$ cat config.mk
export PLATFORM = sky130hd
export DESIGN_NAME = rfp_host_flat
export DESIGN_NICKNAME = d
export VERILOG_FILES = /design/src/core/rfp_pkg.sv /design/src/core/rfp_bus_if.sv /design/src/core/rfp_host.sv /design/src/flat_wrapper.sv
export SDC_FILE = /design/constraint.sdc
export NUM_CORES = 1
export LEC_CHECK = 0
export ABC_AREA = 1
export BUFFER_PORTS_ARGS = -buffer_cell sky130_fd_sc_hd__buf_4
export CAP_MARGIN = 30
export CORE_MARGIN = 4
export CORE_UTILIZATION = 35
export DETAILED_ROUTE_END_ITERATION = 10
export HOLD_SLACK_MARGIN = 0.02
export PLACE_DENSITY = 0.59
export SLEW_MARGIN = 20
export SYNTH_ARGS = -nofsm -noshare
export SYNTH_HDL_FRONTEND = slang
export SYNTH_SLANG_ARGS = --single-unit
$ cat constraint.sdc
create_clock -name i_sys_clk -period 5.6 [get_ports i_sys_clk]
set_input_delay 0 -clock i_sys_clk [delete_from_list [all_inputs] [get_ports i_sys_clk]]
set_output_delay 0 -clock i_sys_clk [all_outputs]
set_load 0.1 [all_outputs]
$ cat src/core/rfp_pkg.sv
// Shared constants of the processor RAM/FIFO access port
package rfp_pkg;
   // Widths
   localparam int ADDR_W = 8;
   localparam int DATA_W = 16;
   localparam int PTR_W  = 12;
   localparam int CNT_W  = 12;

   // Device register offsets, one byte register each
   localparam logic [7:0] OFS_JOIN   = 8'h65;
   localparam logic [7:0] OFS_PTR_H  = 8'h6C;
   localparam logic [7:0] OFS_PTR_L  = 8'h6D;
   localparam logic [7:0] OFS_PORT_H = 8'h6E;
   localparam logic [7:0] OFS_PORT_L = 8'h6F;
   localparam logic [7:0] OFS_RD_H   = 8'h70;
   localparam logic [7:0] OFS_RD_L   = 8'h71;
   localparam logic [7:0] OFS_CNT_H  = 8'h74;
   localparam logic [7:0] OFS_CNT_L  = 8'h75;

   // Field positions
   localparam int JOIN_CPU_RD_BIT = 1;
   localparam int JOIN_SEL_W      = 6;
   localparam int CNT_VALID_BIT   = 7;

   // Reset values
   localparam logic [7:0]  JOIN_RESET = 8'h00;
   localparam logic [11:0] PTR_RESET  = 12'h000;
   localparam logic [11:0] CNT_RESET  = 12'h000;

   // Host command registers
   localparam logic [3:0] HOFS_PTR    = 4'h0;
   localparam logic [3:0] HOFS_DATA   = 4'h1;
   localparam logic [3:0] HOFS_RDPTR  = 4'h2;
   localparam logic [3:0] HOFS_DRAIN  = 4'h3;
   localparam logic [3:0] HOFS_STAT   = 4'h4;
   localparam logic [3:0] HOFS_PTRVAL = 4'h5;
   localparam logic [3:0] HOFS_RDDATA = 4'h6;
   localparam logic [3:0] HOFS_COUNT  = 4'h7;
   localparam logic [3:0] HOFS_MODE   = 4'h8;
   localparam int         STAT_ERR    = 1;
endpackage

$ cat src/core/rfp_bus_if.sv
// Processor register bus between host and access port
`timescale 1ns/1ps
`default_nettype none
interface rfp_bus_if;
   logic [7:0]  bus_addr;
   logic [15:0] bus_wdata;
   logic        bus_wr;
   logic        bus_rd;
   logic        bus_wide;
   logic [15:0] bus_rdata;

   modport device (
      input  bus_addr,
      input  bus_wdata,
      input  bus_wr,
      input  bus_rd,
      input  bus_wide,
      output bus_rdata
   );

   modport host (
      output bus_addr,
      output bus_wdata,
      output bus_wr,
      output bus_rd,
      output bus_wide,
      input  bus_rdata
   );
endinterface
`default_nettype wire

$ cat src/core/rfp_host.sv
// Host end: command registers driving the access port bus
//
// Design decision made here: the plain strobed port.
`timescale 1ns/1ps
`default_nettype none
module rfp_host (
   // Clock and reset
   input  wire logic        i_sys_clk,
   input  wire logic        i_rst,
   // Access port bus
   rfp_bus_if.host          bus,
   // Software command port
   input  wire logic [3:0]  i_addr,
   input  wire logic [15:0] i_wdata,
   input  wire logic        i_wr,
   input  wire logic        i_rd,
   output logic [15:0]      o_rdata
);

   typedef enum logic [3:0] {
      S_IDLE     = 4'h0,
      S_PTR_L    = 4'h1,
      S_DATA_HI  = 4'h3,
      S_GAP      = 4'h2,
      S_RP_L     = 4'h6,
      S_RP_END   = 4'h7,
      S_CNT_L    = 4'h5,
      S_CNT_END  = 4'h4,
      S_DECIDE   = 4'hC,
      S_FIFO_END = 4'hD
   } rfp_hstate_e;

   rfp_hstate_e state;
   logic [7:0]  b_addr;
   logic [15:0] b_wdata;
   logic        b_wr;
   logic        b_rd;
   logic        wide;
   logic [11:0] ptr_val;
   logic [15:0] data_q;
   logic        loaded;
   logic        err;
   logic [11:0] ptr_rd;
   logic [11:0] cnt_rd;
   logic        cnt_valid;
   logic [15:0] fifo_data;
   logic [1:0]  fifo_nb;
   logic        busy;
   logic        cmd_wr;
   logic        err_set;
   logic        err_clr;

   assign bus.bus_addr  = b_addr;
   assign bus.bus_wdata = b_wdata;
   assign bus.bus_wr    = b_wr;
   assign bus.bus_rd    = b_rd;
   assign bus.bus_wide  = wide;

   assign busy    = state != S_IDLE;
   assign cmd_wr  = i_wr && (i_addr <= rfp_pkg::HOFS_DRAIN || i_addr == rfp_pkg::HOFS_MODE);
   assign err_clr = i_wr && i_addr == rfp_pkg::HOFS_STAT && i_wdata[rfp_pkg::STAT_ERR];
   // Busy commands, data before a pointer, empty or unjoined drain
   assign err_set = (cmd_wr && busy) ||
                    (i_wr && !busy && i_addr == rfp_pkg::HOFS_DATA && !loaded) ||
                    (state == S_DECIDE && (!cnt_valid || cnt_rd == 12'h000));

   // Bus sequencer; strobes last one cycle
   always_ff @(posedge i_sys_clk or posedge i_rst) begin
      if (i_rst) begin
         state     <= S_IDLE;
         b_addr    <= 8'h00;
         b_wdata   <= 16'h0000;
         b_wr      <= 1'b0;
         b_rd      <= 1'b0;
         wide      <= 1'b0;
         ptr_val   <= 12'h000;
         data_q    <= 16'h0000;
         loaded    <= 1'b0;
         err       <= 1'b0;
         ptr_rd    <= 12'h000;
         cnt_rd    <= 12'h000;
         cnt_valid <= 1'b0;
         fifo_data <= 16'h0000;
         fifo_nb   <= 2'h0;
      end else begin
         b_wr <= 1'b0;
         b_rd <= 1'b0;
         err  <= (err && !err_clr) || err_set;
         case (state)
            S_IDLE: begin
               if (i_wr) begin
                  case (i_addr)
                     rfp_pkg::HOFS_PTR: begin
                        ptr_val <= i_wdata[11:0];
                        loaded  <= 1'b1;
                        b_wr    <= 1'b1;
                        b_addr  <= rfp_pkg::OFS_PTR_H;
                        b_wdata <= wide ? {4'h0, i_wdata[11:0]} : {12'h000, i_wdata[11:8]};
                        state   <= wide ? S_IDLE : S_PTR_L;
                     end
                     rfp_pkg::HOFS_DATA: begin
                        if (loaded) begin
                           data_q  <= i_wdata;
                           b_wr    <= 1'b1;
                           b_addr  <= wide ? rfp_pkg::OFS_PORT_H : rfp_pkg::OFS_PORT_L;
                           b_wdata <= wide ? i_wdata : {8'h00, i_wdata[7:0]};
                           state   <= wide ? S_GAP : S_DATA_HI;
                        end
                     end
                     rfp_pkg::HOFS_RDPTR: begin
                        b_rd   <= 1'b1;
                        b_addr <= rfp_pkg::OFS_PTR_H;
                        state  <= S_RP_L;
                     end
                     rfp_pkg::HOFS_DRAIN: begin
                        b_rd   <= 1'b1;
                        b_addr <= rfp_pkg::OFS_CNT_H;
                        state  <= S_CNT_L;
                     end
                     rfp_pkg::HOFS_MODE: begin
                        wide <= i_wdata[0];
                     end
                     default: begin
                     end
                  endcase
               end
            end
            S_PTR_L: begin
               b_wr    <= 1'b1;
               b_addr  <= rfp_pkg::OFS_PTR_L;
               b_wdata <= {8'h00, ptr_val[7:0]};
               state   <= S_IDLE;
            end
            S_DATA_HI: begin
               b_wr    <= 1'b1;
               b_addr  <= rfp_pkg::OFS_PORT_H;
               b_wdata <= {8'h00, data_q[15:8]};
               state   <= S_GAP;
            end
            // One idle cycle keeps pointer and count readbacks fresh
            S_GAP: begin
               state <= S_IDLE;
            end
            // Read data stand only after the edge that takes the strobe
            S_RP_L: begin
               if (!b_rd) begin
                  if (wide) begin
                     ptr_rd <= bus.bus_rdata[11:0];
                     state  <= S_IDLE;
                  end else begin
                     ptr_rd[11:8] <= bus.bus_rdata[3:0];
                     b_rd         <= 1'b1;
                     b_addr       <= rfp_pkg::OFS_PTR_L;
                     state        <= S_RP_END;
                  end
               end
            end
            S_RP_END: begin
               if (!b_rd) begin
                  ptr_rd[7:0] <= bus.bus_rdata[7:0];
                  state       <= S_IDLE;
               end
            end
            S_CNT_L: begin
               if (!b_rd) begin
                  if (wide) begin
                     cnt_rd    <= bus.bus_rdata[11:0];
                     cnt_valid <= bus.bus_rdata[8 + rfp_pkg::CNT_VALID_BIT];
                     state     <= S_DECIDE;
                  end else begin
                     cnt_rd[11:8] <= bus.bus_rdata[3:0];
                     cnt_valid    <= bus.bus_rdata[rfp_pkg::CNT_VALID_BIT];
                     b_rd         <= 1'b1;
                     b_addr       <= rfp_pkg::OFS_CNT_L;
                     state        <= S_CNT_END;
                  end
               end
            end
            S_CNT_END: begin
               if (!b_rd) begin
                  cnt_rd[7:0] <= bus.bus_rdata[7:0];
                  state       <= S_DECIDE;
               end
            end
            S_DECIDE: begin
               if (!cnt_valid || cnt_rd == 12'h000) begin
                  state <= S_IDLE;
               end else begin
                  b_rd    <= 1'b1;
                  b_addr  <= rfp_pkg::OFS_RD_H;
                  fifo_nb <= (wide && cnt_rd >= 12'h002) ? 2'h2 : 2'h1;
                  state   <= S_FIFO_END;
               end
            end
            S_FIFO_END: begin
               if (!b_rd) begin
                  fifo_data <= bus.bus_rdata;
                  state     <= S_GAP;
               end
            end
            default: begin
               state <= S_IDLE;
            end
         endcase
      end
   end

   // Software readback
   always_ff @(posedge i_sys_clk or posedge i_rst) begin
      if (i_rst) begin
         o_rdata <= 16'h0000;
      end else if (i_rd) begin
         case (i_addr)
            rfp_pkg::HOFS_STAT:   o_rdata <= {10'h000, fifo_nb, cnt_valid, loaded, err, busy};
            rfp_pkg::HOFS_PTRVAL: o_rdata <= {4'h0, ptr_rd};
            rfp_pkg::HOFS_RDDATA: o_rdata <= fifo_data;
            rfp_pkg::HOFS_COUNT:  o_rdata <= {cnt_valid, 3'h0, cnt_rd};
            rfp_pkg::HOFS_MODE:   o_rdata <= {15'h0000, wide};
            default:              o_rdata <= 16'h0000;
         endcase
      end else begin
         o_rdata <= 16'h0000;
      end
   end

endmodule
`default_nettype wire

$ cat src/flat_wrapper.sv
// flat-port wrapper written by rule: the top's interface ports become plain ports
module rfp_host_flat 
  (i_sys_clk, i_rst, i_addr, i_wdata, i_wr, i_rd, o_rdata, bus_bus_addr, bus_bus_wdata, bus_bus_wr, bus_bus_rd, bus_bus_wide, bus_bus_rdata);
  rfp_bus_if bus_i ();
  input  wire logic i_sys_clk;
  input  wire logic i_rst;
  input  wire logic [3:0] i_addr;
  input  wire logic [15:0] i_wdata;
  input  wire logic i_wr;
  input  wire logic i_rd;
  output logic [15:0] o_rdata;
  output wire logic [$bits(bus_i.bus_addr)-1:0] bus_bus_addr;
  output wire logic [$bits(bus_i.bus_wdata)-1:0] bus_bus_wdata;
  output wire logic [$bits(bus_i.bus_wr)-1:0] bus_bus_wr;
  output wire logic [$bits(bus_i.bus_rd)-1:0] bus_bus_rd;
  output wire logic [$bits(bus_i.bus_wide)-1:0] bus_bus_wide;
  input wire logic [$bits(bus_i.bus_rdata)-1:0] bus_bus_rdata;
  assign bus_bus_addr = bus_i.bus_addr;
  assign bus_bus_wdata = bus_i.bus_wdata;
  assign bus_bus_wr = bus_i.bus_wr;
  assign bus_bus_rd = bus_i.bus_rd;
  assign bus_bus_wide = bus_i.bus_wide;
  assign bus_i.bus_rdata = bus_bus_rdata;
  rfp_host u_core (.i_sys_clk(i_sys_clk), .i_rst(i_rst), .bus(bus_i), .i_addr(i_addr), .i_wdata(i_wdata), .i_wr(i_wr), .i_rd(i_rd), .o_rdata(o_rdata));
endmodule
# [Word-level counts from Yosys, hierarchy flattened]
# Cells that the tools add are included.
[word_totals] reg_bits=116 input_bits=40 output_inout_bits=43 elab_cells=147
[classes] n_lt_le_gt_ge=2 eq_ne=31 mux=51 n_bitwise=2 reduce_logical=43
[op_table] op="$mux W8" count=11
[op_table] op="$pmux W16 S5" count=1
[op_table] op="$mux W16" count=4
[op_table] op="$pmux W16 S3" count=1
[op_table] op="$pmux W8 S6" count=1
[op_table] op="$mux W4" count=10
[op_table] op="$eq A4 B3 Y1 const B" count=8
[op_table] op="$pmux W16 S2" count=1
[op_table] op="$pmux W4 S8" count=1
[op_table] op="$pmux W8 S2" count=2
[op_table] op="$pmux W8 S3" count=1
[op_table] op="$ne A2 B2 Y1 const B" count=9
[op_table] op="$pmux W4 S4" count=1
[op_table] op="$reduce_and A4 Y1" count=4
[op_table] op="$eq A4 B2 Y1 const B" count=3
[op_table] op="$eq A4 B4 Y1 const B" count=3
[op_table] op="$ge A12 B2 Y1 const B" count=1
[op_table] op="$logic_not A12 Y1" count=1
[op_table] op="$mux W12" count=1
[op_table] op="$mux W1" count=11
[op_table] op="$logic_and A1 B1 Y1" count=10
[op_table] op="$reduce_and A9 Y1" count=1
[op_table] op="$eq A4 B1 Y1 const B" count=2
[op_table] op="$logic_not A4 Y1" count=2
[op_table] op="other kinds (20)" count=39

# [Logic depth before layout (Yosys ltp)]
# Gate-level depths: netlist (run 1).
[depth] ltp_word=8 ltp_mapped=11 ltp_nobuf=11

# [Worst setup path after synthesis (run 1)]
# Ideal clock, no wire load.
[synth_timing] path_type="register to register" from="register u_core.wide, in the netlist u_core.bus.bus_wide" to="register u_core.b_wdata[0], in the netlist u_core.bus.bus_wdata[0]" setup_ps=121 arrival_ps=2021 required_time_ps=5479 setup_slack_ps=3458 stages_incl_launch_ff=9 path_buffers=1 period_less_slack_ps=2142 cell_sequence="dfrtp_1 > clkinv_1 > nand2_1 > buf_2 > a21oi_1 > o21ai_0 > nand2_1 > nand2_1 > nand2_1"
[synth_via] elab_chain_cells=4
[synth_lines] item="start, declared" line_no="rfp_host.sv:38" text="logic wide;"
[synth_lines] item="start signal, assigned" line_no="rfp_host.sv:121" text="wide <= i_wdata[0];"
[synth_lines] item="$mux W12" line_no="rfp_host.sv:98" text="b_wdata <= wide ? {4'h0, i_wdata[11:0]} : {12'h000, i_wdata[11:8]};"
[synth_lines] item="$pmux W16 S2" line_no="rfp_host.sv:92" text="case (i_addr)"
[synth_lines] item="$mux W16" line_no="rfp_host.sv:91" text="if (i_wr) begin"
[synth_lines] item="$pmux W16 S3" line_no="rfp_host.sv:89" text="case (state)"
[synth_lines] item="end signal, assigned" line_no="rfp_host.sv:98"
[synth_lines] item="end signal, assigned" line_no="rfp_host.sv:106" text="b_wdata <= wide ? i_wdata : {8'h00, i_wdata[7:0]};"
[synth_lines] item="end signal, assigned" line_no="rfp_host.sv:131" text="b_wdata <= {8'h00, ptr_val[7:0]};"
[synth_lines] item="end, declared" line_no="rfp_host.sv:35" text="logic [15:0] b_wdata;"
# Every way passes these cells. The select of a mux whose other input is x is not followed.
# A chain may end at the register's enable or synchronous reset.

# [Final worst setup path (run 1)]
[layout_timing] from="register u_core.wide, in the netlist u_core.bus.bus_wide" to="register u_core.b_wdata[2], in the netlist u_core.bus.bus_wdata[2]"
# The elaborated chain is that of the path after synthesis.

==> impl_metrics.toml, run 1 <==
[outcome]
outcome = "complete, no violations"

[synthesis]
synthArstFlopShare_pct = 100
synth_nets = 677
synth_edf_count = 0
synth_xor_area_share_pct = 0
yosys.area_share.adder_pct = 0
synth_common_cells = "nand2_1, dfrtp_1, inv_1"
yosysMostFrequentCell = "nand2_1"
synthTopCellsByArea = "dfrtp_1, nand2_1, inv_1"
ys_ff_latch = 106
synth_top_area_share_pct = 52.0
synth_cell_type_count = 36
ys.flop_type = "dfrtp_1"
synth_compound_area_share_pct = 11.1
ys_seq_area_share_pct = 52.0
netlist_area_um2 = 5100
synth_cells = 637
synthMuxAreaShare_pct = 1.32
synth_top_family_by_area = "simple AND/OR/NAND/NOR gates"
syn-mean-instance-area_um2 = 8.01
synth_warnings = 0
yosys.area.top_type = "dfrtp_1"
synth-simple-area-share_pct = 27.1

[placed_design]
gp_congestion = 0.879
io_buffer_count = 81
place_hpwl_mm = 9.95
preCtsSetupSlack_ps = 3670

[clock_network]
cts-root-buf = "clkbuf_16"
clk_latency_ps = 340
cts_tree = "built"
clockBufferDepth = 2
numCtsBuffers = 9
cts_resized = 0
clk_pin_slew_ps = 70
cts.sinks = 106
cts.htree.levels = 3

[job]
maxCapViolations = 0

[global_routing]
grt_max_degree = 72
grt_pass1_vias = 4683
antenna_found_initial = 0
grt_use_total_pct = 17.8
gr-total-overflow = 0
grt_pass1_wl_mm = 23.6

[floorplan]
fp.dieH_um = 129
dieArea_um2 = 16600
rows = 43
io_pins = 83
start_util_pct = 36.2
core_um2 = 14100
die_w_um = 129

[power_and_ir_drop]
max-vdd-ir-drop_uv = 291
pwr-share-seq_pct = 35.6
leakage_nw = 3.39
pwr-share-clk_pct = 18.8
combinationalPowerShare_pct = 45.6
power.switching_mw = 1.59
power_density_nw_per_um2 = 523
p_int_mw = 1.82
swShare_pct = 46.7

[timing]
setup_tns_ps = 0
clock.fmax_mhz = 513
setup_slack_ps = 3650
drv_slew = 0
hold_ws_ps = 127
final-hold-violation-count = 0
post-route-period-util_pct = 34.8
relSlewSlack_pct = 49.5
min_period_ps = 1950
rsz0062_at_grt = "false"
tightest_slew_ps = 757
finalClockSkew_ps = 7.96
final-setup-viol-count = 0

[critical_path]
r2r-start = "u_core.bus.bus_wide$_DFFE_PP0P_"
r2r_slack_ps = 3650
crit_arrival_ps = 2180
path_common_cell = "nand2_1"
r2r-end = "u_core.bus.bus_wdata[2]$_DFFE_PP0P_"
critical_path.startpoint = "u_core.bus.bus_wide$_DFFE_PP0P_"
worst-path-stages = 7
critPathTopFamily = "simple AND/OR/NAND/NOR gates"
end_kind = "flop"
worstRegToRegCells = 7
endpoint = "u_core.bus.bus_wdata[2]$_DFFE_PP0P_"
slowest_delay_ps = 660
crit_chain = "clkinv_1 -> nand2_1 -> o21ai_0 -> nand2_1 -> nand2_1 -> nand2_1 -> nand2_1"
worstSetupPathType = "reg -> reg"
crit_slowest_cell = "dfrtp_1"
crit_fanout = 16
crit_required_ps = 5840
critical_path_buf_inv_count = 1
crit_path_start_kind = "flop"

[finish]
drive_above_1_share_pct = 18.3
n_fill_cell = 1356
area_growth_pct = 27.7
antenna_cells = 0
fin_nets = 789

[route]
drcViolationCount = 0
wire_per_inst_um = 14.9
firstDrtPassIters = 5
routed-via-count = 4572
wl_mm = 14.0
avgViaCountPerCell = 4.90
drtIter0Drc = 356
antenna_left = 0

[min_path]
min_path_type = "in -> reg"
min_from = "i_addr[3]"
==> cell type report <==
type / instances / area, µm² / area share (%)
flip-flops and latches: 106 / 2650 / 40.7
multi-input cells: 428 / 2020 / 31.0
repair buffers: 118 / 993 / 15.2
inverters: 86 / 328 / 5.03
clock buffers: 13 / 250 / 3.84
well taps: 180 / 225 / 3.45
clock inverters: 3 / 46.3 / 0.710
==> worst min path at each step <==
stage,end,slack (ps),cells past startpoint
after floorplan,u_core.err$_DFF_PP0_,120,2
after global placement,u_core.o_rdata[8]$_DFF_PP0_,40,2
after detailed placement,u_core.o_rdata[8]$_DFF_PP0_,50,2
after CTS,u_core.bus.bus_rd$_DFF_PP0_,110,5
after global routing,u_core.bus.bus_rd$_DFF_PP0_,140,5
final,u_core.bus.bus_wide$_DFFE_PP0P_,130,5
==> worst reg2reg max path, stage by stage (launching register included) <==
cell and delay (ps):
dfrtp_1 660, clkinv_1 380, nand2_1 390, o21ai_0 160, nand2_1 100, nand2_1 60, nand2_1 60, nand2_1 50
==> layer usage <==
| metal | share of wire (%) | track usage (%) |
|---|---|---|
| met1 | 46 | 24.7 |
| met2 | 48 | 28.4 |
| met4 | 1.5 | 6.18 |
| met3 | 5.1 | 2.91 |
| met5 | 0 | 0 |
==> layout by cell type (no fill, tap or decap), types with 14 or more instances in the layout <==
master and count:
dfrtp_1 106, nor2_1 41, nand3_1 43, o21ai_0 26, dlygate4sd3_1 35, buf_4 82, inv_1 75, a21oi_1 14
nand2_1 211, o21ai_1 37
==> flip-flops by register name, indices dropped and copies added, names as in the netlist, 6 cells and up <==
| name | count |
|---|---|
| u_core.o_rdata | 16 |
| u_core.ptr_rd | 12 |
| u_core.data_q | 8 |
| u_core.cnt_rd | 12 |
| u_core.bus.bus_wdata | 16 |
| u_core.ptr_val | 8 |
| u_core.bus.bus_addr | 6 |
| u_core.fifo_data | 16 |
==> power by group through the flow <==
stage	clock [mW]	combinational [mW]	sequential, mW
detailed placement	0	1.53	1.23
floorplan	0	0.691	1.71
global placement	0	1.51	1.22
CTS	0.656	1.56	1.22
global route	0.691	1.70	1.25
finish	0.640	1.55	1.22
==> metrics by stage <==
step                      std cells  utilization, %  instance area, µm²  power [mW]
after global placement          882            41.5                5840        2.73
after CTS                       933            46.1                6490        3.43
final                           934            46.2                6520        3.41
after detailed placement        882            41.5                5840        2.76
after global routing            934            46.2                6520        3.64
after floorplan                 637               -                5100        2.40
==> logic make-up after synthesis <==
| group | Yosys count |
|---|---|
| AO/OA/AOI/OAI | 99 |
| buffers and inverters | 103 |
| flip-flops | 106 |
| multiplexers | 6 |
| other | 1 |
| AND/OR/NAND/NOR | 322 |
==> what timing repair did <==
item,CTS,global route
setup buffers,0,0
endpoints found under the hold margin,104,0
hold buffers,35,0
(Power assumes the default switching activity.)
==> run 2, diff against run 1 <==
--- a/config.mk
+++ b/config.mk
@@ -12,7 +12,7 @@
 export CORE_UTILIZATION = 35
 export DETAILED_ROUTE_END_ITERATION = 10
 export HOLD_SLACK_MARGIN = 0.02
-export PLACE_DENSITY = 0.59
+export PLACE_DENSITY = 0.61
 export SLEW_MARGIN = 20
 export SYNTH_ARGS = -nofsm -noshare
 export SYNTH_HDL_FRONTEND = slang
==> constraint.sdc (replaced) <==
create_clock -name i_sys_clk -period 1.6 [get_ports i_sys_clk]
set_input_delay 0 -clock i_sys_clk [delete_from_list [all_inputs] [get_ports i_sys_clk]]
set_output_delay 0 -clock i_sys_clk [all_outputs]
set_load 0.1 [all_outputs]
==> impl_metrics.toml, run 2 (synthesis gave the netlist of run 1 again) <==
[clock_network]
numCtsBuffers = 9
cts.sinks = 106
clockBufferDepth = 2
clk_latency_ps = 360
cts_tree = "built"
cts.htree.levels = 3
cts-root-buf = "clkbuf_16"
clk_pin_slew_ps = 70

[critical_path]
crit_required_ps = 1890
r2r-start = "u_core.state[0]$_DFFE_PP0P_"
critical_path_buf_inv_count = 2
crit_arrival_ps = 1840
end_kind = "flop"
r2r-end = "u_core.bus.bus_wdata[1]$_DFFE_PP0P_"
worstSetupPathType = "reg -> reg"
critical_path.startpoint = "u_core.state[0]$_DFFE_PP0P_"
path_common_cell = "nand2_1"
worstRegToRegCells = 8
worst-path-stages = 8
crit_fanout = 8
critPathTopFamily = "simple AND/OR/NAND/NOR gates"
crit_chain = "inv_4 -> nor2_4 -> nand2_1 -> o22ai_1 -> inv_1 -> nand2_1 -> nand2_1 -> nand2_1"
r2r_slack_ps = 50
crit_path_start_kind = "flop"
endpoint = "u_core.bus.bus_wdata[1]$_DFFE_PP0P_"
slowest_delay_ps = 500
crit_slowest_cell = "dfrtp_2"

[finish]
area_growth_pct = 34.5
layout_common_cells = "nand2_1, buf_4, dfrtp_1, inv_1, o21ai_1"
antenna_cells = 0
layout.cells.most_common = "nand2_1"
stdcell_count = 957
drive_above_1_share_pct = 25.1
postLayoutCoreUtil_pct = 48.7
fin_nets = 812
design_area_um2 = 6870

[floorplan]
io_pins = 83
dieArea_um2 = 16600
start_util_pct = 36.2
fp.dieH_um = 129
die_w_um = 129
rows = 43
core_um2 = 14100

[min_path]
min_from = "i_addr[3]"
min_path_type = "in -> reg"

[global_routing]
grt_pass1_wl_mm = 22.2
gr-total-overflow = 0
antenna_found_initial = 0
grt_use_total_pct = 16.8
grt_pass1_vias = 4384
grt_max_degree = 107

[route]
wire_per_inst_um = 14.5
drcViolationCount = 0
routed-via-count = 4647
firstDrtPassIters = 5
avgViaCountPerCell = 4.86
antenna_left = 0
wl_mm = 13.9
drtIter0Drc = 298

[placed_design]
placed_area_um2 = 6010
gp_congestion = 0.908
place_hpwl_mm = 9.88
io_buffer_count = 81
place_inst = 901
preCtsSetupSlack_ps = -45.6

[power_and_ir_drop]
power_density_nw_per_um2 = 1800
leakage_nw = 3.54
total_power_mw = 12.4
max-vdd-ir-drop_uv = 660

[timing]
tightest_slew_ps = 603
clock.fmax_mhz = 644
rsz0062_at_grt = "true"
finalClockSkew_ps = 10.9
relSlewSlack_pct = 59.8
final-hold-violation-count = 0
setup_tns_ps = 0
final-setup-viol-count = 0
post-route-period-util_pct = 97.0
hold_ws_ps = 102
setup_slack_ps = 48.1
min_period_ps = 1550
drv_slew = 0

[job]
maxCapViolations = 0

[outcome]
outcome = "complete, no violations"
## run 2: changes by cell type in the layout (fill, tap and decap cells not counted), sizes merged
cell    delta
buf       +23
inv        +3
clkbuf     -2
bufinv     -1
## run 2: tightest hold or removal path: stages
cell and delay (ps):
buf_4 120, nand3_1 110, nor2_1 70, nand2_1 50, o21ai_0 70
## run 2: repair_timing
| action | in CTS | in global routing |
|---|---|---|
| hold buffers | 35 | 0 |
| gates resized for setup | 6 | 39 |
| buffers inserted | 0 | 5 |
| endpoints found under the hold margin | 179 | 0 |
| pin swaps | 1 | 15 |
| endpoints found under the setup margin | 11 | 36 |
## run 2: power breakdown
part | internal, mW | switching [mW]
sequential | 3.66 | 0.604
combinational | 1.66 | 4.21
clock | 1.18 | 1.05
total | 6.51 | 5.86
## run 2: layout make-up
| class | count | area (µm²) |
|---|---|---|
| Fill cell | 1376 | 7230 |
| Tap cell | 180 | 225 |
| Multi-Input combinational cell | 428 | 2180 |
| Timing Repair Buffer | 141 | 1160 |
| Inverter | 86 | 337 |
| Clock inverter | 5 | 48.8 |
| Sequential cell | 106 | 2660 |
| Clock buffer | 11 | 253 |
## run 2: how the worst min path moves through the flow
stage                                            to  slack (ps)  depth (start not counted)
floorplan                      u_core.err$_DFF_PP0_         120                          2
global placement       u_core.ptr_rd[9]$_DFFE_PP0P_         210                          3
detailed placement      u_core.o_rdata[9]$_DFF_PP0_         220                          3
CTS                 u_core.bus.bus_wide$_DFFE_PP0P_          90                          5
global route        u_core.bus.bus_wide$_DFFE_PP0P_         120                          5
finish              u_core.bus.bus_wide$_DFFE_PP0P_         100                          5
## run 2: layer usage
layer | share of wire, % | global-route usage (%) | vias to the layer above | routed length (µm)
met5 | 0 | 0 | - | 0
met4 | 1.4 | 5.37 | 0 | 189
met3 | 2.5 | 2.70 | 14 | 341
met2 | 49 | 27.2 | 68 | 6860
met1 | 47 | 23.2 | 2276 | 6490
li1 | - | - | 2289 | -
